File: src/design/rx_map.svh
`ifndef RX_MAP_SVH
`define RX_MAP_SVH

// ----------------------------------------------------------------
// register byte offsets
// ----------------------------------------------------------------
`define RX_ADDR_CTRL 12'h000
`define RX_ADDR_STAT 12'h004
`define RX_ADDR_DATA 12'h008
`define RX_ADDR_DIV 12'h00C

// ----------------------------------------------------------------
// control register fields
// ----------------------------------------------------------------
`define RX_CTRL_EN 0
`define RX_CTRL_MODE_LO 1
`define RX_CTRL_MODE_HI 2
`define RX_CTRL_PAR_EN 3
`define RX_CTRL_PAR_ODD 4
`define RX_CTRL_STOP2 5
`define RX_CTRL_IE_RXC 6
`define RX_CTRL_IE_ERR 7

// ----------------------------------------------------------------
// status register fields
// ----------------------------------------------------------------
`define RX_STAT_RXC 0
`define RX_STAT_ERR 1
`define RX_STAT_PER 2
`define RX_STAT_OER 3
`define RX_STAT_FER 4
`define RX_STAT_ACK 5

// ----------------------------------------------------------------
// reset values and sampling counts
// ----------------------------------------------------------------
`define RX_DIV_RESET 24'h00001A
`define RX_OVS_MID 4'h7
`define RX_OVS_LAST 4'hF
`define RX_BIT_LAST8 3'h7
`define RX_BIT_LAST7 3'h6

`endif

File: src/design/rx_pkg.sv
package rx_pkg;

  typedef enum logic [2:0] {
    st_idle,
    st_start,
    st_data,
    st_parity,
    st_stop1,
    st_stop2
  } frame_state_t;

endpackage

File: src/design/sample_if.sv
`timescale 1ns/1ns
interface sample_if #(parameter int DIV_W = 24);
  logic run;
  logic [DIV_W-1:0] divisor;
  logic tick;
  logic level;

  modport gen (input run, input divisor, output tick, output level);
  modport user (output run, output divisor, input tick, input level);
endinterface

File: src/design/sample_gen.sv
`timescale 1ns/1ns
module sample_gen #(
  parameter int DIV_W = 24
) (
  // clock and reset
  input wire logic pclk,
  input wire logic presetn,
  // line
  input wire logic serial_in_pin,
  // towards the frame engine
  sample_if.gen smp
);

  typedef struct packed {
    logic sync1;
    logic sync2;
    logic [DIV_W-1:0] cnt;
    logic tick;
  } gen_state_t;

  gen_state_t s;
  gen_state_t next_s;

  // ----------------------------------------------------------------
  // oversampling tick, one every divisor+1 cycles
  // ----------------------------------------------------------------
  always_comb begin
    next_s = s;
    next_s.sync1 = serial_in_pin;
    next_s.sync2 = s.sync1;
    next_s.tick = 1'b0;
    if (!smp.run) begin
      next_s.cnt = '0;
    end else if (s.cnt == '0) begin
      next_s.cnt = smp.divisor;
      next_s.tick = 1'b1;
    end else begin
      next_s.cnt = s.cnt - 1'b1;
    end
  end

  // idle line is high, so the synchroniser resets high
  always_ff @(posedge pclk or negedge presetn) begin
    if (!presetn) begin
      s <= '{sync1: 1'b1, sync2: 1'b1, cnt: '0, tick: 1'b0};
    end else begin
      s <= next_s;
    end
  end

  assign smp.tick = s.tick;
  assign smp.level = s.sync2;

endmodule

File: src/design/async_serial_receiver.sv
// Our own choices: the register addresses and the APB interface to the registers.
`timescale 1ns/1ns
`include "rx_map.svh"
// How it works
// - writing enable 0 disables receiver and clears parity, overrun, framing flags
// - writing enable 1 enables receiver and starts watching for start bit
// - low start bit starts sampling; each data bit shifted in at mid-bit
// - low stop bit gives framing error and sets shared error flag
// - frame end copies shift register to buffer and sets complete flag
// - complete interrupt is complete flag gated by its enable
// - overrun frame sets neither complete flag nor complete interrupt
// - parity checked when word moves into the buffer
// - data plus parity bit count even or odd per odd select
// - parity error sets parity flag and shared error flag
// - parity flag clears on software write of 1 or on writing enable 0
// - framing error sets framing and shared flags; write 1 clears
// - word is buffered and reception continues despite errors
// - frame before acknowledge sets overrun and shared flag; write 1 clears
// - acknowledge in the same cycle as a transfer counts as overrun
// - error interrupt is shared error flag gated by its enable
// - mode bits 0/1 give 7-bit, 1/1 give 8-bit data
// - one start bit; one or two stop bits by stop select
// - complete flag also set on parity or framing error
// - shared error flag clears only on software write of 1
module async_serial_receiver #(
  parameter int DIV_W = 24
) (
  // clock and reset
  input wire logic pclk,
  input wire logic presetn,
  // apb slave
  input wire logic psel,
  input wire logic penable,
  input wire logic pwrite,
  input wire logic [11:0] paddr,
  input wire logic [31:0] pwdata,
  output logic [31:0] prdata,
  output logic pready,
  output logic pslverr,
  // serial line
  input wire logic serial_in_pin,
  // interrupt requests
  output logic rx_complete_irq,
  output logic error_irq
);

  if (DIV_W < 8 || DIV_W > 24) begin : g_check
    $error("DIV_W must lie between 8 and 24");
  end

  typedef struct packed {
    logic rx_enable_bit;
    logic mode_select_low;
    logic mode_select_high;
    logic parity_enable_bit;
    logic parity_odd_select;
    logic stop_len_select;
    logic ie_rxc;
    logic ie_err;
    logic [DIV_W-1:0] div;
    logic rx_complete_irq_flag;
    logic error_irq_flag;
    logic parity_err_flag;
    logic overrun_err_flag;
    logic framing_err_flag;
    logic unread;
    logic [7:0] rx_buffer;
    logic [31:0] rdata;
    logic slverr;
    rx_pkg::frame_state_t fs;
    logic [3:0] ovs;
    logic [2:0] bidx;
    logic [7:0] sh;
    logic par;
    logic ferr;
    logic prev;
  } rx_state_t;

  rx_state_t s;
  rx_state_t next_s;

  sample_if #(.DIV_W(DIV_W)) smp ();

  sample_gen #(.DIV_W(DIV_W)) u_gen (
    .pclk(pclk),
    .presetn(presetn),
    .serial_in_pin(serial_in_pin),
    .smp(smp)
  );

  logic ctrl_wr;
  logic stat_wr;
  logic ack;
  logic done;
  logic ovr;
  logic per_now;
  logic fe_now;
  logic run;
  logic [2:0] last_bit;

  assign run = s.rx_enable_bit & s.mode_select_high;
  assign smp.run = run;
  assign smp.divisor = s.div;

  // ----------------------------------------------------------------
  // next state
  // ----------------------------------------------------------------
  always_comb begin
    next_s = s;
    ctrl_wr = psel & penable & pwrite & (paddr == `RX_ADDR_CTRL);
    stat_wr = psel & penable & pwrite & (paddr == `RX_ADDR_STAT);
    ack = stat_wr & pwdata[`RX_STAT_ACK];
    done = 1'b0;
    fe_now = 1'b0;
    per_now = 1'b0;
    ovr = 1'b0;
    // low mode bit picks the word length
    last_bit = s.mode_select_low ? `RX_BIT_LAST8 : `RX_BIT_LAST7;
    next_s.prev = smp.level;

    // read data is latched in the setup phase, served in access
    if (psel && !penable) begin
      next_s.slverr = 1'b0;
      next_s.rdata = 32'h00000000;
      unique case (paddr)
        `RX_ADDR_CTRL: begin
          next_s.rdata[`RX_CTRL_EN] = s.rx_enable_bit;
          next_s.rdata[`RX_CTRL_MODE_LO] = s.mode_select_low;
          next_s.rdata[`RX_CTRL_MODE_HI] = s.mode_select_high;
          next_s.rdata[`RX_CTRL_PAR_EN] = s.parity_enable_bit;
          next_s.rdata[`RX_CTRL_PAR_ODD] = s.parity_odd_select;
          next_s.rdata[`RX_CTRL_STOP2] = s.stop_len_select;
          next_s.rdata[`RX_CTRL_IE_RXC] = s.ie_rxc;
          next_s.rdata[`RX_CTRL_IE_ERR] = s.ie_err;
        end
        `RX_ADDR_STAT: begin
          next_s.rdata[`RX_STAT_RXC] = s.rx_complete_irq_flag;
          next_s.rdata[`RX_STAT_ERR] = s.error_irq_flag;
          next_s.rdata[`RX_STAT_PER] = s.parity_err_flag;
          next_s.rdata[`RX_STAT_OER] = s.overrun_err_flag;
          next_s.rdata[`RX_STAT_FER] = s.framing_err_flag;
          next_s.rdata[`RX_STAT_ACK] = s.fs != rx_pkg::st_idle;
        end
        `RX_ADDR_DATA: next_s.rdata[7:0] = s.rx_buffer;
        `RX_ADDR_DIV: next_s.rdata[DIV_W-1:0] = s.div;
        default: next_s.slverr = 1'b1;
      endcase
    end

    // ----------------------------------------------------------------
    // frame engine, leaves idle on any clock's start edge, then steps on oversampling ticks
    // ----------------------------------------------------------------
    if (run) begin
      unique case (s.fs)
        rx_pkg::st_idle: begin
          // only a falling edge of an idle-high line starts
          if (s.prev && !smp.level) begin
            next_s.fs = rx_pkg::st_start;
            next_s.ovs = 4'h0;
          end
        end
        rx_pkg::st_start: begin
          if (smp.tick) begin
            next_s.ovs = s.ovs + 4'h1;
            // a start still low at mid-bit opens the frame
            if (s.ovs == `RX_OVS_MID) begin
              next_s.ovs = 4'h0;
              next_s.bidx = 3'h0;
              next_s.sh = 8'h00;
              next_s.par = 1'b0;
              next_s.ferr = 1'b0;
              next_s.fs = smp.level ? rx_pkg::st_idle : rx_pkg::st_data;
            end
          end
        end
        rx_pkg::st_data: begin
          if (smp.tick) begin
            next_s.ovs = s.ovs + 4'h1;
            if (s.ovs == `RX_OVS_LAST) begin
              // one data bit per bit period, lsb first
              // bit 7 stays cleared in 7-bit mode
              next_s.sh[s.bidx] = smp.level;
              next_s.par = s.par ^ smp.level;
              next_s.bidx = s.bidx + 3'h1;
              if (s.bidx == last_bit) begin
                next_s.fs = s.parity_enable_bit ? rx_pkg::st_parity
                                                : rx_pkg::st_stop1;
              end
            end
          end
        end
        rx_pkg::st_parity: begin
          if (smp.tick) begin
            next_s.ovs = s.ovs + 4'h1;
            if (s.ovs == `RX_OVS_LAST) begin
              next_s.par = s.par ^ smp.level;
              next_s.fs = rx_pkg::st_stop1;
            end
          end
        end
        rx_pkg::st_stop1, rx_pkg::st_stop2: begin
          if (smp.tick) begin
            next_s.ovs = s.ovs + 4'h1;
            if (s.ovs == `RX_OVS_LAST) begin
              // a low stop bit is a framing error
              next_s.ferr = s.ferr | ~smp.level;
              // second stop bit only when selected
              if (s.fs == rx_pkg::st_stop1 && s.stop_len_select) begin
                next_s.fs = rx_pkg::st_stop2;
              end else begin
                next_s.fs = rx_pkg::st_idle;
                done = 1'b1;
                fe_now = s.ferr | ~smp.level;
              end
            end
          end
        end
      endcase
    end

    // ----------------------------------------------------------------
    // software writes; clears first so that events below win
    // ----------------------------------------------------------------
    if (ctrl_wr) begin
      next_s.rx_enable_bit = pwdata[`RX_CTRL_EN];
      next_s.mode_select_low = pwdata[`RX_CTRL_MODE_LO];
      next_s.mode_select_high = pwdata[`RX_CTRL_MODE_HI];
      next_s.parity_enable_bit = pwdata[`RX_CTRL_PAR_EN];
      next_s.parity_odd_select = pwdata[`RX_CTRL_PAR_ODD];
      next_s.stop_len_select = pwdata[`RX_CTRL_STOP2];
      next_s.ie_rxc = pwdata[`RX_CTRL_IE_RXC];
      next_s.ie_err = pwdata[`RX_CTRL_IE_ERR];
    end
    if (psel && penable && pwrite && paddr == `RX_ADDR_DIV) begin
      next_s.div = pwdata[DIV_W-1:0];
    end
    if (stat_wr) begin
      if (pwdata[`RX_STAT_RXC]) next_s.rx_complete_irq_flag = 1'b0;
      // shared error flag cleared by writing 1
      if (pwdata[`RX_STAT_ERR]) next_s.error_irq_flag = 1'b0;
      // parity flag cleared by writing 1
      if (pwdata[`RX_STAT_PER]) next_s.parity_err_flag = 1'b0;
      // overrun flag cleared by writing 1
      if (pwdata[`RX_STAT_OER]) next_s.overrun_err_flag = 1'b0;
      // framing flag cleared by writing 1
      if (pwdata[`RX_STAT_FER]) next_s.framing_err_flag = 1'b0;
      if (ack) next_s.unread = 1'b0;
    end

    // ----------------------------------------------------------------
    // transfer to the receive buffer
    // ----------------------------------------------------------------
    if (done) begin
      // parity judged at the moment of transfer
      // total ones must match the odd select
      per_now = s.parity_enable_bit & (next_s.par != s.parity_odd_select);
      // an acknowledge in this same cycle is still an overrun
      ovr = s.unread | ack;
      next_s.rx_buffer = next_s.sh;
      next_s.unread = 1'b1;
      // parity and framing errors still complete
      if (!ovr) next_s.rx_complete_irq_flag = 1'b1;
      // parity error sets its flag and the shared one
      if (per_now) next_s.parity_err_flag = 1'b1;
      // framing error sets its flag and the shared one
      if (fe_now) next_s.framing_err_flag = 1'b1;
      // frame before acknowledge is an overrun
      if (ovr) next_s.overrun_err_flag = 1'b1;
      if (per_now || fe_now || ovr) next_s.error_irq_flag = 1'b1;
    end

    // disable is a reset of the engine and the parity, overrun and framing flags
    if (ctrl_wr && !pwdata[`RX_CTRL_EN]) begin
      next_s.fs = rx_pkg::st_idle;
      next_s.parity_err_flag = 1'b0;
      next_s.overrun_err_flag = 1'b0;
      next_s.framing_err_flag = 1'b0;
      next_s.unread = 1'b0;
    end
    // enable arms the start watch from a clean idle
    if (ctrl_wr && pwdata[`RX_CTRL_EN] && !s.rx_enable_bit) begin
      next_s.fs = rx_pkg::st_idle;
    end
  end

  always_ff @(posedge pclk or negedge presetn) begin
    if (!presetn) begin
      s <= '0;
      s.div <= DIV_W'(`RX_DIV_RESET);
      s.prev <= 1'b1;
    end else begin
      s <= next_s;
    end
  end

  // ----------------------------------------------------------------
  // outputs
  // ----------------------------------------------------------------
  assign prdata = s.rdata;
  assign pready = 1'b1;
  assign pslverr = s.slverr & psel & penable;
  assign rx_complete_irq = s.rx_complete_irq_flag & s.ie_rxc;
  assign error_irq = s.error_irq_flag & s.ie_err;
endmodule

File: config.mk
export PLATFORM = sky130hd
export DESIGN_NAME = async_serial_receiver
export DESIGN_NICKNAME = d
export VERILOG_FILES = /design/src/design/rx_pkg.sv /design/src/design/sample_if.sv /design/src/design/sample_gen.sv /design/src/design/async_serial_receiver.sv
export VERILOG_INCLUDE_DIRS = /design/src /design/src/design
export SDC_FILE = /design/constraint.sdc
export NUM_CORES = 1
export LEC_CHECK = 0
export BUFFER_PORTS_ARGS = -buffer_cell sky130_fd_sc_hd__buf_2
export CORE_UTILIZATION = 50
export CTS_CLUSTER_SIZE = 30
export DETAILED_ROUTE_END_ITERATION = 8
export PLACE_DENSITY = 0.79
export SLEW_MARGIN = 40
export SYNTH_ARGS = -nofsm -noshare
export SYNTH_HDL_FRONTEND = slang
export SYNTH_SLANG_ARGS = --single-unit
File: constraint.sdc
create_clock -name pclk -period 2.4 [get_ports pclk]
set_input_delay 0.36 -clock pclk [delete_from_list [all_inputs] [get_ports pclk]]
set_output_delay 0.36 -clock pclk [all_outputs]
set_load 0.1 [all_outputs]
* After elaboration in Yosys (flattened, before gate mapping)
Cells that the tools add are included.
Operators by class: eq/ne operators 30, reduce and logical (&&, ||, !) cells 32, add/subtract/negate cells 3, order comparisons 2, bitwise operators 15, muxes and demuxes 61
Operators with widths (number):
- two-way mux 20 bit | 3
- two-way mux 24 bit | 2
- one-hot mux 7 bit (5 select lines) | 1
- two-way mux 1 bit | 30
- == test 12 x 4 -> 1 bit, second input constant | 2
- logical NOT 24 bit | 1
- two-way mux 3 bit | 8
- != test 4 bit, second input constant | 6
- one-hot mux 6 bit (4 select lines) | 1
- subtractor 24 x 1 -> 24 bit, second input constant | 1
- one-hot mux 11 bit (2 select lines) | 1
- two-way mux 7 bit | 3
- two-way mux 19 bit | 1
- AND reduction 6 bit | 3
- two-way mux 16 bit | 1
- != test 4 x 3 -> 1 bit, second input constant | 4
- two-way mux 14 bit | 1
- == test 12 x 3 -> 1 bit, second input constant | 1
- logical NOT 12 bit | 1
- two-way mux 12 bit | 1
- nonzero test 3 bit | 4
- bitwise AND 1 bit | 11
- AND reduction 11 bit | 1
- logical AND 1 bit | 10
- 31 further kinds | 45
Word-level totals: bits in registers 119, word-level logic and storage cells 172, input bits 50, output and inout port bits 36

* Logic depth before layout (Yosys ltp)
Gate-level depths: netlist (run 1).
depth after elaboration 16, gate-level depth with buffers 9, gate-level depth less buffers 7

* By module
A second synthesis (run 1) with hierarchy kept.
Second synthesis, totals: cells, all modules 572, area total of the unflattened synthesis 6152.2 µm²
By module, submodules not included:
- async_serial_receiver | times used 1, area each 4584.4 µm², cells each 419, sequential area each 2307.2 µm²
- sample_gen | times used 1, area each 1567.8 µm², cells each 153, sequential area each 678.2 µm²

* Least setup slack after synthesis (run 1)
Ideal clock, no wire load.
kind input-to-reg, start point in paddr[1], end point reg s, in the netlist prdata[0], setup slack 0.038 ns, data arrival time 2.296 ns, buffers on the path 3, library setup time 0.066 ns, required time 2.334 ns, stages on the path 8, cells stage by stage or4_1 > buf_2 > or3_1 > buf_2 > or2_1 > buf_6 > nor3b_4 > a221o_1
Between the ends: cells in the longest elaborated chain, start to end 2, elaborated cells between the ends (all ways) 5, classes of those cells eq/ne (3); mux (1); reduce/logical (1)
Ends and longest elaborated chain:
- start, declared | RTL line async_serial_receiver.sv:35 | input wire logic [11:0] paddr,
- == test 12 x 4 -> 1 bit (tied with other cells) | RTL line async_serial_receiver.sv:125 | unique case (paddr)
- one-hot mux 6 bit (4 select lines) (*) | RTL line async_serial_receiver.sv:125
- end signal, assigned | RTL line async_serial_receiver.sv:292 | s <= next_s;
- end, declared | RTL line async_serial_receiver.sv:79 | rx_state_t s;
Mark *: on every way between the ends. The rest lies on a longest branch, timed or not. A chain may end at the register's enable or synchronous reset.

==> results of run 1 <==
-- registers in the layout, summed over array words and instances (netlist names) --
signal,count
u_gen.s,24
u_gen.smp.tick,1
s,44
smp.divisor,24
prdata,24
u_gen.smp.level,1
u_gen.next_s,1
-- per-layer routing --
metal | routed length [µm] | share of wire | vias up
li1 | - | - | 2198
met1 | 5891 | 0.40 | 2392
met2 | 7760 | 0.52 | 169
met3 | 753 | 0.051 | 35
met4 | 391 | 0.026 | 0
met5 | 0 | 0 | -
-- final timing paths --
| kind | cells after the start | slack [ns] | from | to |
|---|---|---|---|---|
| worst max-delay path | 6 | 0.05 | u_gen.s[19] | u_gen.s[4] |
| worst min-delay path | 1 | -0.02 | presetn | smp.divisor[16] |
| worst max register to register | 6 | 0.05 | u_gen.s[19] | u_gen.s[4] |
| worst min register to register | 0 | 0.36 | u_gen.next_s[25] | u_gen.smp.level |
| max in group asynchronous | 2 | 1.64 | presetn | smp.divisor[1] |
| min in group pclk | 1 | 0.05 | serial_in_pin | u_gen.next_s[25] |
-- critical path, stage by stage (launching register included) --
cell and delay (ns):
dfrtp_1 0.38, or4_4 0.57, or4_4 0.44, or3_4 0.41
buf_12 0.17, and3_1 0.15, nor3_2 0.15
-- logic make-up (layout without fill, tap and decap cells) --
logic type | count (synthesis) | after routing | share of synthesized area
xor+xnor | 20 | 20 | 0.02899
mux | 50 | 50 | 0.09236
compound gates | 147 | 147 | 0.1590
fa+ha+maj | 4 | 4 | 0.008284
other cells | 2 | 10 | 0.001243
simple gates | 163 | 163 | 0.1474
flops | 119 | 119 | 0.4941
buf+inv | 73 | 142 | 0.06854
-- report_power, final --
| part | internal, W | leakage, nW | switching (W) | total (W) |
|---|---|---|---|---|
| sequential | 0.00201 | 1.61 | 0.00000167 | 0.00201 |
| clock | 0.00167 | 0.297 | 0.000944 | 0.00261 |
| combinational | 0.0000478 | 1.56 | 0.000160 | 0.000207 |
| total | 0.00373 | 3.46 | 0.00110 | 0.00483 |
-- area by class of cell --
cell class / instances / share of cell area
flip-flops and latches: 119 / 0.4180
multi-input cells: 393 / 0.3772
repair buffers: 102 / 0.08952
clock buffers: 18 / 0.06149
well taps: 143 / 0.02505
clock inverters: 14 / 0.02418
inverters: 8 / 0.004205
diodes: 1 / 0.0003504
-- timing repair --
| item | CTS | global route |
|---|---|---|
| pin swaps | 0 | 1 |
| endpoints found under the setup margin | 3 | 19 |
| endpoints found under the hold margin | 0 | 0 |
| resized for setup | 4 | 11 |
-- cell usage after synthesis, types with 9 or more instances --
| library cell | n | area share |
|---|---|---|
| buf_4 | 34 | 0.042 |
| xor2_1 | 9 | 0.013 |
| dfrtp_1 | 113 | 0.47 |
| o21ai_0 | 46 | 0.038 |
| nor4_1 | 10 | 0.010 |
| nor3_1 | 12 | 0.0099 |
| a22o_1 | 18 | 0.026 |
| nand2_1 | 28 | 0.017 |
| clkbuf_1 | 24 | 0.015 |
| xnor2_1 | 11 | 0.016 |
| a21oi_1 | 30 | 0.025 |
| nand3_1 | 12 | 0.0099 |
| mux2_2 | 46 | 0.086 |
| nor2_1 | 39 | 0.024 |
-- per-stage QoR --
step,area (µm²),setup TNS [ns],power [W],instances,utilization
floorplan,6068,0,0.002166,585,-
global placement,6492,-0.02590,0.002254,765,0.5590
detailed placement,6492,-0.2044,0.002258,765,0.5590
CTS,7108,-0.02432,0.004867,797,0.6120
global route,7139,0,0.004979,797,0.6147
finish,7142,0,0.004835,798,0.6150
==> impl_results.md, run 1 <==
* Nets at between 600 and 700
* Most common cell after layout, fill and taps aside: dfrtp_1
* CTS tree: yes
* Via density at approximately 6
* Highest Clock Rate at between 0.4 and 0.5 GHz
* Core Box Area at between 10,000 and 15,000 µm²
* Number of CTS-inserted buffers at 17
* CTS root buf: clkbuf_16
* GRT met1 Usage at 0.2775
* Final wirelength at between 10,000 and 15,000 µm
* Number of antenna-violating nets in the routed design at 0
* DR pass1 iterations at 7
* Failing checks: DRC, hold timing
* Worst-Margin Slew at 0.6870 ns
* Worst min path class: in2async
* Leakage at about 3.5 nW
* Std cell rows at 39
* Worst slack, placed at -0.03565 ns
* Antenna violations before repair at 1
* Most frequent cells in the layout: dfrtp_1 (113), buf_2 (67), mux2_2 (46), o21ai_0 (39), nor2_1 (39)
* Cells after Synth at around 580
* DR WL/cell at between 15 and 20 µm
* Register area share after synthesis at 0.4941
* Pwr Density at just under 700 nW/µm²
* Slew Limit Headroom at 0.5372
* EDFF count, synth at 0
* Crit path required time at between 2 and 3 ns
* Tmin final at about 2.4 ns
* Max-cap violations at 0
* Crit end category: flop
* Worst-skew pair later-pin latency at between 0.4 and 0.5 ns
* Hpwl dp at slightly above 10,000 µm
* H-tree levels at 4
* DIE AREA at 12,530 µm²
* Most Crowded Layer GR: met2
* Area Growth Syn to Fin at 18.20%
* Max clock buf depth at 2
* Hold buffers post-CTS at 0
* Synth async-reset ratio at 1.000
* Crit-path max FO at 26
* DRC Markers at 16
* Startpoint type of the worst setup path: flop
* Layout cells sized above 1 at 0.3073
* Syn. warnings at 0
* Total Routing Usage GR at 0.2468
* CP Class: reg2reg
* Post-CTS setup buffers at 0
* CTS sink cnt at about 120
* Worst Path Arrival at between 2 and 3 ns
* Final period utilization at 0.9806
* Die Ht at roughly 110 µm
* Die width at 111.9 µm
* Pins Over Slew Limit at 0
* Total gr overflow at 0
* Netlist Area Pre-Place at 6042 µm²
* Initial Util at 0.5203
* Hold slack at -0.01584 ns
* Synth Flop Type: dfrtp_1
* Clock Skews at slightly above 0.005 ns
* Syn avg cell area at 10.45 µm²
* DR iter-0 viols at around 340
* Final setup fails at 0
* Top Ports at 86
* Hold Vio Cnt, Final at 14
* GPL Wtd Cong at just under 0.9
* RSZ-0062 raised after global routing: no
* Sequential Area at 2985 µm²
* Setup WS post-layout at roughly 0.047 ns
* Multi-input gate area at between 2000 and 3000 µm²
* First-pass GRT wire length at approximately 24,000 µm
* Synth cell types at a little over 60
* # fillers at between 900 and 1k
* GR Layer Usage met2 at 0.4501
* Vias in the first global route at about 5.0k
* Total number of vias at 4,794
* Outcome: finished, violations left
* Pin count of the biggest net entering global routing at 51
* Maximum vdd drop at between 0.4 and 0.5 mV
* Seq cells post-synth at ~120
* Global Route met3 Usage at 0.05770
* # port buffers at ~70
* Clock Pin Slew Worst Setup and Hold Paths at roughly 0.060 ns
Note: power is estimated with default switching activity, not from simulation.
==> run 2: changes to the inputs <==
TNS_END_PERCENT = 20   (was not set)
clock period = 2.12 ns   (was 2.4 ns; I/O delays follow)
==> run 2 against run 1 <==
Net effect:
- maximum frequency grew 1.5%
- the run ends with DRC, setup timing left
- cell count grew 2.9%
- largest cell class unchanged
- combinational power grew 16%
- critical path type unchanged
- sequential share of layout area shrank 1.4 points
- clock-buffer cell count grew 3
- cell area grew 3.6%
- critical path depth is the same
- largest power group unchanged
- hold slack gained 0.15 ns
==> impl_results.md, run 2 (synthesis gave the netlist of run 1 again) <==
* Clock Pin Slew Worst Setup and Hold Paths at around 0.05 ns
* RSZ-0062 raised after global routing: yes
* CP Class: reg2reg
* Area Growth Syn to Fin at 22.41%
* Buffer and inverter count on the worst path at 1
* Initial Util at 0.5203
* DRC Markers at 9
* # port buffers at a little under 70
* Biggest register: s
* Pins Over Slew Limit at 0
* DR iter-0 viols at around 420
* CTS root buf: clkbuf_16
* Die Ht at about 110 µm
* Post-DP Area at around 6700 µm²
* Number of diodes at 0
* DR pass1 iterations at 7
* Core Box Area at roughly 12,000 µm²
* Max incr delay on CP at around 0.54 ns
* Outcome: finished, violations left
* Number of flip-flops in the largest register at 44
* Crit-path max FO at 18
* Maximum vdd drop at 0.5335 mV
* Die width at ~110 µm
* Worst-skew pair later-pin latency at around 0.4 ns
* Crit path required time at 2.42 ns
* # fillers at approximately 870
* DR WL/cell at 18.11 µm
* Layout cells sized above 1 at 0.3496
* Hpwl dp at slightly above 10,000 µm
* Number of CTS-inserted buffers at 17
* Pin count of the biggest net entering global routing at 38
* Max-cap violations at 0
* Total gr overflow at 0
* Final cell count without fillers at between 800 and 900
* Most common cell after layout, fill and taps aside: dfrtp_1
* Highest Clock Rate at 0.4313 GHz
* Total Routing Usage GR at 0.2488
* Total number of vias at 4,888
* Failing checks: DRC, setup timing
* Startpoint type of the worst setup path: flop
* Std cell rows at 39
* Design Area, Final at about 7400 µm²
* Critical Path Slowest Stage Cell: or4_4
* Final core occ at 0.6368
* Number of antenna-violating nets in the routed design at 0
* Worst Path Arrival at 2.61 ns
* Pwr Density at between 700 and 800 nW/µm²
* Crit-path most repeated cell: or4_4
* Max clock buf depth at 2
* # placed instances at 785
* First-pass GRT wire length at around 24,000 µm
* Top Ports at 86
* Worst-Margin Slew at about 0.50 ns
* Top Family by Delay on Critical Path: simple AND/OR/NAND/NOR gates
* Crit end category: flop
* Nets at 719
* GPL Wtd Cong at just over 0.9
* DIE AREA at between 10,000 and 15,000 µm²
* Final period utilization at 1.094
* Worst min path class: in2reg
* Vias in the first global route at around 5k
* H-tree levels at 4
* Setup WS post-layout at -0.1988 ns
* CTS sink cnt at 119
* Tmin final at between 2 and 2.5 ns
* Final setup fails at 25
* Slew Limit Headroom at 0.6645
* Most frequent cells in the layout: dfrtp_1 (113), buf_2 (67), buf_4 (50), mux2_2 (46), o21ai_0 (35)
* Final wirelength at roughly 15,000 µm
* Clock Skews at ~0.010 ns
* Leakage at about 3.6 nW
* Hold Vio Cnt, Final at 0
* Antenna violations before repair at 0
* Worst slack, placed at -0.2606 ns
* Via density at ~6.0
* Fin Setup TNS at -3.856 ns
* CTS tree: yes
* CP cell instances: or4_4 -> or4_4 -> or3_4 -> buf_6 -> o21ai_0 -> a21oi_1
-- run 2: cell types whose count changed in the layout (fill, tap and decap cells not counted), sizes merged, moves of 2 or more --
cell | previous run | this run
clkinvlp | 2 | 5
bufinv | 3 | 1
dlygate4sd3 | 0 | 2
clkbuf | 18 | 22
inv | 12 | 9
buf | 102 | 123
-- run 2: power breakdown --
part	total [W]	leakage [nW]	internal, W	switching [W]
combinational	0.000241	1.71	0.0000604	0.000181
sequential	0.00228	1.61	0.00228	0.00000198
clock	0.00269	0.261	0.00167	0.00102
-- run 2: final timing paths --
path | from | to | slack (ns) | cells after the start
hold / removal | pwdata[14] | smp.divisor[14] | 0.14 | 2
min in group asynchronous | presetn | prdata[18] | 0.43 | 2
setup reg to reg | u_gen.s[19] | u_gen.s[14] | -0.20 | 6
max in group asynchronous | presetn | u_gen.next_s[25] | 1.01 | 3
hold reg to reg | u_gen.next_s[25] | u_gen.smp.level | 0.36 | 0
setup / recovery | u_gen.s[19] | u_gen.s[14] | -0.20 | 6
-- run 2: layout make-up --
type / instances / area (µm²) / share of cell area
clock inverters: 11 / 100.1 / 0.01353
repair buffers: 126 / 858.3 / 0.1161
inverters: 8 / 30.03 / 0.004060
well taps: 143 / 178.9 / 0.02419
multi-input cells: 393 / 2783 / 0.3762
flip-flops and latches: 119 / 2985 / 0.4037
clock buffers: 21 / 460.4 / 0.06226
-- run 2: per-stage QoR --
stage                     hold slack [ns]  power, W
after global placement             0.3068  0.002554
after CTS                          0.1206  0.005240
after global routing               0.1233  0.005367
after detailed placement           0.3259  0.002560
after floorplan                   0.02241  0.002452
final                              0.1354  0.005209
-- run 2: repair_timing --
item	in CTS	in global routing
hold buffers	2	0
cloned	0	1
buffers inserted	0	1
gates resized for setup	15	24
endpoints found under the hold margin	35	0
endpoints found under the setup margin	26	29
pin swaps	0	4
-- run 2: per-layer routing --
layer,wire (µm),vias up,track usage
li1,-,2254,-
met1,5960,2408,0.2939
met2,7734,190,0.4340
met3,873,36,0.06369
met4,299,0,0.09550
met5,0,-,0
-- run 2: worst reg2reg max path, stage by stage (launching register included) --
cell and delay, ns:
dfrtp_1 0.37, or4_4 0.54, or4_4 0.49, or3_4 0.40, buf_6 0.18, o21ai_0 0.15, a21oi_1 0.06
